<file path="config.mk">
export PLATFORM = sky130hd
export DESIGN_NAME = laboe_exec
export DESIGN_NICKNAME = d
export VERILOG_FILES = /design/src/design/laboe_pkg.sv /design/src/design/laboe_exec.sv
export VERILOG_INCLUDE_DIRS = /design/src /design/src/design
export SDC_FILE = /design/constraint.sdc
export NUM_CORES = 1
export LEC_CHECK = 0
export BUFFER_PORTS_ARGS = -buffer_cell sky130_fd_sc_hd__buf_2
export CORE_UTILIZATION = 53
export DETAILED_ROUTE_END_ITERATION = 6
export PLACE_DENSITY = 0.82
export SYNTH_ARGS = -nofsm -noshare
export SYNTH_HDL_FRONTEND = slang
export SYNTH_SLANG_ARGS = --single-unit
</file>
<file path="constraint.sdc">
create_clock -name clk -period 2.5 [get_ports clk]
set_input_delay 0.25 -clock clk [delete_from_list [all_inputs] [get_ports clk]]
set_output_delay 0.25 -clock clk [all_outputs]
set_load 0.01 [all_outputs]
</file>
<file path="src/design/laboe_params.svh">
// opcode fields, encodings and reset values for the literal/bit execute unit
// assumes: included by the package and the execute module
`ifndef LABOE_PARAMS_SVH
`define LABOE_PARAMS_SVH
`define LABOE_OP_W 14
`define LABOE_LIT_MSB 7
`define LABOE_FADDR_MSB 6
`define LABOE_DEST_BIT 7
`define LABOE_BIT_MSB 9
`define LABOE_BIT_LSB 7
`define LABOE_OP6_MSB 13
`define LABOE_OP6_LSB 8
`define LABOE_OP5_LSB 9
`define LABOE_OP4_LSB 10
`define LABOE_ADD_LIT_5 5'h1f
`define LABOE_AND_LIT_6 6'h39
`define LABOE_ADD_REG_6 6'h07
`define LABOE_AND_REG_6 6'h05
`define LABOE_BCLR_4 4'h4
`define LABOE_BTST_4 4'h6
`define LABOE_NOP_WORD 14'h0000
`define LABOE_ACC_RST 8'h00
`endif

</file>
<file path="src/design/laboe_pkg.sv">
// types for the literal/bit execute unit
// assumes: laboe_params.svh on the include path
`include "laboe_params.svh"
package laboe_pkg;
    typedef struct packed {
        logic arith_overflow_bit;
        logic nibble_overflow_bit;
        logic null_result_bit;
    } laboe_flags_t;
    typedef struct packed {
        logic we;
        logic [6:0] addr;
        logic [7:0] data;
    } laboe_fwrite_t;
    typedef enum logic [0:0] {
        LABOE_RUN = 1'b0,
        LABOE_FLUSH = 1'b1
    } laboe_state_t;
endpackage : laboe_pkg

</file>
<file path="src/design/laboe_exec.sv">
// execute unit: literal add/and, register add/and, bit clear, bit test-skip
// assumes: the core presents one fetched word per cycle on instr with instr_valid,
// reads the file register at instr address combinationally on freg_rdata,
// and applies freg_wr one cycle later; flags are held here and exported.
// Operation
// - opcode 11111x adds literal to accumulator, updates all three flags
// - opcode 111001 ands literal with accumulator, updates only null flag
// - opcode 000101 ands accumulator with file register, null flag only, one cycle
// - destination bit 0 writes accumulator, 1 writes file; register add sets all flags
// - opcode 0100 clears selected bit in file register, flags unchanged
// - opcode 0110 skips next instruction when selected bit is zero, flags unchanged
// - taken skip discards prefetched word and runs a no-op cycle instead
`timescale 1ns/1ps
`include "laboe_params.svh"
module laboe_exec (
    input wire logic clk,
    input wire logic rst_n,
    input wire logic instr_valid,
    input wire logic [`LABOE_OP_W-1:0] instr,
    input wire logic [7:0] freg_rdata,
    output logic [7:0] acc,
    output laboe_pkg::laboe_flags_t flags,
    output laboe_pkg::laboe_fwrite_t freg_wr,
    output logic [`LABOE_FADDR_MSB:0] freg_raddr,
    output logic skip_active,
    output logic instr_done
);
    function automatic logic [9:0] add8(input logic [7:0] a, input logic [7:0] b);
        logic [4:0] lo;
        logic [8:0] full;
        lo = {1'b0, a[3:0]} + {1'b0, b[3:0]};
        full = {1'b0, a} + {1'b0, b};
        add8 = {full[8], lo[4], full[7:0]};
    endfunction : add8

    laboe_pkg::laboe_state_t state_r, state_nxt;
    logic [7:0] acc_r, acc_nxt;
    laboe_pkg::laboe_flags_t flags_r, flags_nxt;
    laboe_pkg::laboe_fwrite_t fwr_r, fwr_nxt;

    wire logic [7:0] lit = instr[`LABOE_LIT_MSB:0];
    wire logic [6:0] faddr = instr[`LABOE_FADDR_MSB:0];
    wire logic dest_f = instr[`LABOE_DEST_BIT];
    wire logic [2:0] bsel = instr[`LABOE_BIT_MSB:`LABOE_BIT_LSB];
    wire logic [5:0] op6 = instr[`LABOE_OP6_MSB:`LABOE_OP6_LSB];
    wire logic [4:0] op5 = instr[`LABOE_OP6_MSB:`LABOE_OP5_LSB];
    wire logic [3:0] op4 = instr[`LABOE_OP6_MSB:`LABOE_OP4_LSB];
    // flush cycle turns whatever was fetched into a no-op
    wire logic live = instr_valid && (state_r == laboe_pkg::LABOE_RUN);
    // literal add ignores bit 8, so both encodings of it land here
    wire logic is_lit_add = live && (op5 == `LABOE_ADD_LIT_5);
    wire logic is_lit_and = live && (op6 == `LABOE_AND_LIT_6);
    wire logic is_reg_add = live && (op6 == `LABOE_ADD_REG_6);
    wire logic is_reg_and = live && (op6 == `LABOE_AND_REG_6);
    wire logic is_bclr = live && (op4 == `LABOE_BCLR_4);
    wire logic is_btst = live && (op4 == `LABOE_BTST_4);
    wire logic [7:0] bmask = 8'h01 << bsel;
    wire logic take_skip = is_btst && ((freg_rdata & bmask) == 8'h00);
    wire logic [9:0] sum_lit = add8(acc_r, lit);
    wire logic [9:0] sum_reg = add8(acc_r, freg_rdata);
    wire logic [7:0] and_lit = acc_r & lit;
    wire logic [7:0] and_reg = acc_r & freg_rdata;

    always_comb begin
        acc_nxt = acc_r;
        flags_nxt = flags_r;
        fwr_nxt = '0;
        state_nxt = laboe_pkg::LABOE_RUN;
        // opcodes are disjoint, so the priority order costs nothing
        if (is_lit_add) begin
            acc_nxt = sum_lit[7:0];
            flags_nxt = {sum_lit[9], sum_lit[8], sum_lit[7:0] == 8'h00};
        end else if (is_lit_and) begin
            acc_nxt = and_lit;
            flags_nxt.null_result_bit = (and_lit == 8'h00);
        end else if (is_reg_add) begin
            flags_nxt = {sum_reg[9], sum_reg[8], sum_reg[7:0] == 8'h00};
            if (dest_f) begin
                fwr_nxt = {1'b1, faddr, sum_reg[7:0]};
            end else begin
                acc_nxt = sum_reg[7:0];
            end
        end else if (is_reg_and) begin
            flags_nxt.null_result_bit = (and_reg == 8'h00);
            if (dest_f) begin
                fwr_nxt = {1'b1, faddr, and_reg};
            end else begin
                acc_nxt = and_reg;
            end
        end else if (is_bclr) begin
            fwr_nxt = {1'b1, faddr, freg_rdata & ~bmask};
        end else if (take_skip) begin
            state_nxt = laboe_pkg::LABOE_FLUSH;
        end
    end

    // synchronous reset only; core holds instr_valid low until ready
    always_ff @(posedge clk) begin
        if (!rst_n) begin
            state_r <= laboe_pkg::LABOE_RUN;
            acc_r <= `LABOE_ACC_RST;
            flags_r <= '0;
            fwr_r <= '0;
        end else begin
            state_r <= state_nxt;
            acc_r <= acc_nxt;
            flags_r <= flags_nxt;
            fwr_r <= fwr_nxt;
        end
    end

    assign acc = acc_r;
    assign flags = flags_r;
    assign freg_wr = fwr_r;
    assign freg_raddr = faddr;
    assign skip_active = (state_r == laboe_pkg::LABOE_FLUSH);
    assign instr_done = instr_valid;

    // checks look at registered outputs one edge after the decode
    chk_lit_add_sum: assert property (@(posedge clk) disable iff (!rst_n)
        is_lit_add |=> acc == $past(acc_r + lit))
        else $error("literal add result wrong");
    chk_lit_add_nowr: assert property (@(posedge clk) disable iff (!rst_n)
        is_lit_add |=> !freg_wr.we)
        else $error("literal add wrote a file register");
    chk_lit_and_flags: assert property (@(posedge clk) disable iff (!rst_n)
        is_lit_and |=> acc == $past(acc_r & lit) && flags.arith_overflow_bit ==
        $past(flags_r.arith_overflow_bit) && flags.null_result_bit == (acc == 8'h00))
        else $error("literal and wrong");
    chk_lit_and_nibble: assert property (@(posedge clk) disable iff (!rst_n)
        is_lit_and |=> flags.nibble_overflow_bit == $past(flags_r.nibble_overflow_bit)
        && !freg_wr.we)
        else $error("literal and touched other state");
    chk_reg_and_null: assert property (@(posedge clk) disable iff (!rst_n)
        is_reg_and |=> flags.null_result_bit == $past(and_reg == 8'h00)
        && flags.nibble_overflow_bit == $past(flags_r.nibble_overflow_bit))
        else $error("register and flag wrong");
    chk_reg_and_carry: assert property (@(posedge clk) disable iff (!rst_n)
        is_reg_and |=> flags.arith_overflow_bit == $past(flags_r.arith_overflow_bit))
        else $error("register and changed carry");
    // d=1 must leave the accumulator alone, d=0 must not write the file
    chk_dest_route: assert property (@(posedge clk) disable iff (!rst_n)
        (is_reg_add || is_reg_and) |=> freg_wr.we == $past(dest_f)
        && ($past(dest_f) ? $stable(acc)
        : acc == $past(is_reg_add ? acc_r + freg_rdata : acc_r & freg_rdata)))
        else $error("destination routing wrong");
    chk_dest_file: assert property (@(posedge clk) disable iff (!rst_n)
        (is_reg_add || is_reg_and) && dest_f |=> freg_wr.addr == $past(faddr)
        && freg_wr.data == $past(is_reg_add ? acc_r + freg_rdata : acc_r & freg_rdata))
        else $error("file write wrong");
    chk_reg_add_flags: assert property (@(posedge clk) disable iff (!rst_n)
        is_reg_add |=> flags.arith_overflow_bit ==
        ($past({1'b0, acc_r} + {1'b0, freg_rdata}) > 9'h0ff)
        && flags.null_result_bit == ($past(acc_r + freg_rdata) == 8'h00))
        else $error("register add flags wrong");
    chk_reg_add_nibble: assert property (@(posedge clk) disable iff (!rst_n)
        is_reg_add |=> flags.nibble_overflow_bit ==
        ($past({1'b0, acc_r[3:0]}) + $past({1'b0, freg_rdata[3:0]}) > 5'h0f))
        else $error("register add nibble carry wrong");
    chk_bclr_bit: assert property (@(posedge clk) disable iff (!rst_n)
        is_bclr |=> freg_wr.we && freg_wr.data == ($past(freg_rdata) & ~$past(bmask))
        && $stable(flags))
        else $error("bit clear wrong");
    chk_btst_flags: assert property (@(posedge clk) disable iff (!rst_n)
        is_btst |=> $stable(flags) && $stable(acc) && !freg_wr.we)
        else $error("bit test changed state");
    chk_skip_flush: assert property (@(posedge clk) disable iff (!rst_n)
        take_skip |=> skip_active ##1 !skip_active)
        else $error("skip not a single flush cycle");
    chk_noskip_run: assert property (@(posedge clk) disable iff (!rst_n)
        (is_btst && !take_skip) |=> !skip_active)
        else $error("spurious skip");
    chk_flush_inert: assert property (@(posedge clk) disable iff (!rst_n)
        skip_active |=> $stable(acc) && $stable(flags) && !freg_wr.we)
        else $error("flushed word executed");
    chk_carry_bits: assert property (@(posedge clk) disable iff (!rst_n)
        is_lit_add |=> flags.arith_overflow_bit ==
        ($past({1'b0, acc_r} + {1'b0, lit}) > 9'h0ff)
        && flags.nibble_overflow_bit == ($past(acc_r[3:0]) + $past(lit[3:0]) > 5'h0f))
        else $error("carry flags wrong");
    chk_lit_add_null: assert property (@(posedge clk) disable iff (!rst_n)
        is_lit_add |=> flags.null_result_bit == (acc == 8'h00))
        else $error("literal add null flag wrong");
    chk_bclr_others: assert property (@(posedge clk) disable iff (!rst_n)
        is_bclr |=> freg_wr.addr == $past(faddr) && $stable(acc)
        && (freg_wr.data | $past(bmask)) == ($past(freg_rdata) | $past(bmask)))
        else $error("bit clear disturbed other bits");
    chk_btst_skip_bit: assert property (@(posedge clk) disable iff (!rst_n)
        is_btst |=> skip_active == !$past(freg_rdata[bsel]))
        else $error("bit test skip decision wrong");
    chk_skip_cause: assert property (@(posedge clk) disable iff (!rst_n)
        skip_active |-> $past(take_skip))
        else $error("flush without a taken skip");
    chk_flush_once: assert property (@(posedge clk) disable iff (!rst_n)
        skip_active |=> !skip_active)
        else $error("flush longer than one cycle");
    // only the decoded ops may touch state; unknown words stay inert
    chk_wr_source: assert property (@(posedge clk) disable iff (!rst_n)
        freg_wr.we |-> $past(is_reg_add || is_reg_and || is_bclr))
        else $error("file write without a writing op");
    chk_acc_source: assert property (@(posedge clk) disable iff (!rst_n)
        !$stable(acc) |-> $past(is_lit_add || is_lit_and || is_reg_add || is_reg_and))
        else $error("accumulator changed without an op");
    chk_flags_source: assert property (@(posedge clk) disable iff (!rst_n)
        !$stable(flags) |-> $past(is_lit_add || is_lit_and || is_reg_add || is_reg_and))
        else $error("flags changed without an op");
    // reset leaves nothing half done, so the first word may follow at once
    chk_reset_state: assert property (@(posedge clk)
        !rst_n |=> !skip_active && !freg_wr.we && acc == `LABOE_ACC_RST && flags == '0)
        else $error("reset state wrong");

    // main scenarios
    cov_skip: cover property (@(posedge clk) disable iff (!rst_n) take_skip ##1 skip_active);
    cov_reg_add_f: cover property (@(posedge clk) disable iff (!rst_n) is_reg_add && dest_f);
    cov_carry: cover property (@(posedge clk) disable iff (!rst_n) is_lit_add && sum_lit[9]);
    cov_bclr: cover property (@(posedge clk) disable iff (!rst_n) is_bclr);
    cov_btst_run: cover property (@(posedge clk) disable iff (!rst_n) is_btst && !take_skip);
endmodule : laboe_exec

</file>
== After elaboration in Yosys (flattened, before gate mapping) ==
Index checks and enable logic that the tools add are counted.
Storage, ports and cells
  bits in registers: 28
  bits of input ports: 25
  output and inout bits: 36
  logic and storage cells: 66
Cells by class
  $add $sub $neg: 4
  equality and inequality tests: 9
  shift-type cells: 1
  mux-type cells: 18
  bitwise gates (word level): 7
  reduce and logical (&&, ||, !) cells: 19
Operator list (number)
  16-bit 2-to-1 mux: 5
  8-bit 2-to-1 mux: 6
  8-bit logical NOT: 5
  8-bit bitwise AND: 4
  8-bit by 8-bit adder with 9-bit output: 2
  6-bit by 3-bit equality test with 1-bit output, second input constant: 2
  4-bit by 4-bit adder with 5-bit output: 2
  4-bit by 3-bit equality test with 1-bit output, second input constant: 2
  1-bit logical AND: 8
  4-bit inequality test, second input constant: 2
  8-bit inverter: 1
  1-bit by 3-bit left shift with 8-bit output, first input constant: 1
  6-bit equality test, second input constant: 1
  6-bit OR reduction: 1
  5-bit equality test, second input constant: 1
  1-bit 2-to-1 mux: 4
  2-bit 2-to-1 mux: 2
  4-bit nonzero test: 1
  3-bit 2-to-1 mux: 1
  3-bit AND reduction: 1
  3-bit OR reduction: 1
  2-bit inequality test, second input constant: 1
  1-bit inverter: 2
  2-bit AND reduction: 1
  2-bit nonzero test: 1

== Logic depth before layout (Yosys ltp) ==
  depth after elaboration: 7
  gate-level depth with buffers: 10

== Worst setup path after synthesis ==
No wires, ideal clock.
  path kind: register -> register
  start: register state_r, in the netlist skip_active
  end: register flags_r, in the netlist flags[1]
  library setup time: 0.122 ns
  arrival: 2.229 ns
  required time: 2.378 ns
  path slack: 0.149 ns
  stages on the path, launching flop included: 11
  path buffers: 2
  cell sequence: dfxtp_1 -> and4b_1 -> and4_1 -> clkbuf_1 -> clkbuf_1 -> nand2_1 -> nand2_1 -> ha_1 -> a311oi_1 -> o21ai_0 -> o311a_1
Between the ends
  word-level cells in the longest chain between the ends: 5
  elaborated cells between the ends (all ways): 9
  those cells by class: eq/ne (1); mux (1); bitwise (1); reduce/logical (6)
Ends and longest elaborated chain
  from (decl): RTL line laboe_exec.sv:36  | laboe_pkg::laboe_state_t state_r, state_nxt;
  from (signal assigned): RTL line laboe_exec.sv:100  | state_r <= laboe_pkg::LABOE_RUN;
  from (signal assigned): RTL line laboe_exec.sv:105  | state_r <= state_nxt;
  1-bit inverter *: RTL line laboe_exec.sv:49  | wire logic live = instr_valid && (state_r == laboe_pkg::LABOE_RUN);
  1-bit logical AND *: RTL line laboe_exec.sv:49
  1-bit logical AND, on equally long branches: RTL line laboe_exec.sv:51, laboe_exec.sv:52, laboe_exec.sv:53
  2-bit inequality test (no source line) or 2-bit nonzero test (tied branches)
  2-bit AND reduction (no source line)
  to (signal assigned): RTL line laboe_exec.sv:107  | flags_r <= flags_nxt;
  to (decl): RTL line laboe_exec.sv:38  | laboe_pkg::laboe_flags_t flags_r, flags_nxt;
Every way passes the cells marked *; elsewhere a longest branch is shown, timed or not.
A chain may end at the register's enable or synchronous reset.

== Worst setup path after layout ==
  start: register state_r, in the netlist skip_active
  end: register flags_r, in the netlist flags[0]
Between the ends
  word-level cells in the longest chain between the ends: 6
  elaborated cells between the ends (all ways): 10
  those cells by class: mux (3); bitwise (1); reduce/logical (6)
Ends and longest elaborated chain
  1-bit inverter *: RTL line laboe_exec.sv:49
  1-bit logical AND *: RTL line laboe_exec.sv:49
  1-bit logical AND: RTL line laboe_exec.sv:53  | wire logic is_reg_add = live && (op6 == `LABOE_ADD_REG_6);
  1-bit 2-to-1 mux: RTL line laboe_exec.sv:76  | end else if (is_reg_add) begin
  1-bit 2-to-1 mux: RTL line laboe_exec.sv:73  | end else if (is_lit_and) begin
  3-bit 2-to-1 mux: RTL line laboe_exec.sv:70  | if (is_lit_add) begin
Marked as above.

==> out/qor.csv <==
metric,value,unit
status,"finished, final reports clean",
place.gp.congestion,0.935,
layout.cells.non_filler,399,
synthAdderAreaFrac,12.8,%
p_leak,1.27,nW
postRouteWirelength,6910,µm
netlist_top_cells_count,"39 x nand2_1, 28 x dfxtp_1, 25 x nor2_1, 22 x a21oi_1, 20 x ha_1",
worstMarginPinSlew,0.589,ns
avgSynthCellArea,7.86,µm²
synth_area_leaders,"dfxtp_1 25%, ha_1 11%, nand2_1 6.4%, a21oi_1 4.8%, nor2_1 4.1%",
cts.path.max_buffers,2,
period_share,96.9,%
synth_most_common_cell,nand2_1,
synthXorXnorAreaFrac,3.09,%
die_h,67.5,µm
ys_seq_area_share,24.7,%
layout.nets,397,
final-hold-violation-count,0,
hold_class,input pin to flip-flop,
rrSetupSlack,0.08,ns
grt_pass1_wl,10600,µm
clock-root-buffer,clkbuf_8,
path_class,flip-flop to flip-flop,
viasPerCell,6.47,
synthArstFlopShare,0,%
yosysWarnings,0,
cts_inserted_buffers,3,
worstPathArrival,2.66,ns
dp_cells,395,
synthesis.area,2270,µm²
clock_sinks,28,
synth_ff_type,dfxtp_1,
synth_edf_count,0,
cp.required,2.74,ns
place_ws,0.0439,ns
powerDensity,350,nW/µm²
numPortBuffers,60,
dieArea,4550,µm²
synth_top_family_by_area,compound AO/OA/AOI/OAI gates,
post_cts_resized,0,
syn_nets,336,
drive_gt1_share,24.6,%
synth_compound_area_share,28.7,%
ir_worst_vdd,0.202,mV
synth-seq-cells,28,
via_count,2580,
fmax,413,MHz
die_w,67.5,µm
hold_slack,0.193,ns
crit_path_end_kind,flip-flop,
setup_ws,0.0764,ns
drt_iter0_markers,272,
synthCells,289,
grt_util_all_layers,31.0,%
cp_max_fo,4,
area_growth,20.0,%
yosys.area.top_type,dfxtp_1,
dp_hpwl,5230,µm
dpl_cell_area,2640,µm²
h-tree-depth,1,
grt-ovfl-total,0,
post_cts_buffers,0,
core-area,4060,µm²
min_period,2.42,ns
drc_errors,0,
path_clk_slew,0.10,ns
yosysUniqueCellTypes,54,
yosys.area_share.simple,23.6,%
final-max-slew-violation-count,0,
timing.setup.tns,0,ns
rows,23,
fin_worst_skew,0.00271,ns
tritoncts,built,
utilization,67.2,%
max_slew_margin,60.6,%
synth_top_area_share,24.7,%
antenna_left,0,
grt_pass1_vias,2294,
antenna_found_initial,0,
ios,61,
maxCapViolations,0,
synth_mux_area_share,1.87,%
hold_buffers,0,
grt_max_degree,18,
initial_core_util,56.0,%
power,953,µW
dr.pass1.iters,5,
stdcell_area,2730,µm²
num_antenna_cells,0,
insertion_delay,0.28,ns
worstSetupStartpointType,flip-flop,
setup_violations,0,
wire_per_inst,17.3,µm
[path summary, 6_finish.rpt]
path / start / end / cells after the start
hold reg to reg: acc[0]$_SDFFE_PN0P_ / acc[0]$_SDFFE_PN0P_ / 2
setup reg to reg: skip_active$_SDFF_PP0_ / flags[0]$_SDFFE_PN0P_ / 6
hold / removal: instr[4] / freg_wr[12]$_SDFF_PP0_ / 2
setup / recovery: skip_active$_SDFF_PP0_ / flags[0]$_SDFFE_PN0P_ / 6
[per-layer routing]
| layer | up-vias | part of all wire (%) | global-route usage [%] |
|---|---|---|---|
| li1 | 1208 | - | - |
| met1 | 1179 | 41 | 40.7 |
| met4 | 0 | 2.0 | 11.4 |
| met3 | 16 | 9.2 | 3.55 |
| met5 | - | 0 | 0 |
| met2 | 177 | 47 | 51.6 |
[layout make-up]
cell class                      count  area [µm²]
Tap cell                           50        62.6
Multi-Input combinational cell    238        1620
Clock buffer                        4        55.1
Sequential cell                    28         563
Timing Repair Buffer               74         405
Fill cell                         334        1330
Inverter                            5        18.8
[cells by family after synthesis]
group                      count (synthesis)
xor gates and xnor gates                   8
AOI/OAI and AO/OA                         94
and+or+nand+nor                          110
adders and majority gates                 22
DFF                                       28
buffers and inverters                     23
muxes                                      4
[cells in the final DEF (no fill, tap or decap), types with 3 or more instances in the layout]
master    instances
buf_4            14
o21bai_1          4
a21o_1            6
o21a_1            3
nor3_1            9
nor3b_1           3
a32oi_1           3
nand2_1          39
a211oi_1          8
xor2_1            5
inv_1             5
ha_1             20
nor2_1           25
a221oi_1          7
o311ai_0          3
a21oi_1          21
nor4_1            5
and2_1            8
clkbuf_8          4
a31oi_1           5
buf_2            60
a211o_1           3
o21ai_0          12
dfxtp_1          26
nand3_1           4
[flip-flops by register name, summed over array words and instances, names as in the netlist]
register     flops
freg_wr         16
acc              8
flags            3
skip_active      1
[power by group]
part           switching, mW  internal, mW  total, mW
registers            0.00271         0.450      0.453
clock network          0.157         0.142      0.299
logic                  0.123        0.0784      0.201
[critical path, stage by stage, from the launching register on]
cell	delay (ns)
dfxtp_1	0.34
or3b_1	0.40
or3_4	0.42
or4_1	0.48
or3_1	0.32
o41ai_1	0.26
a21o_1	0.16
No activity file was read; power rests on OpenSTA's default activity.
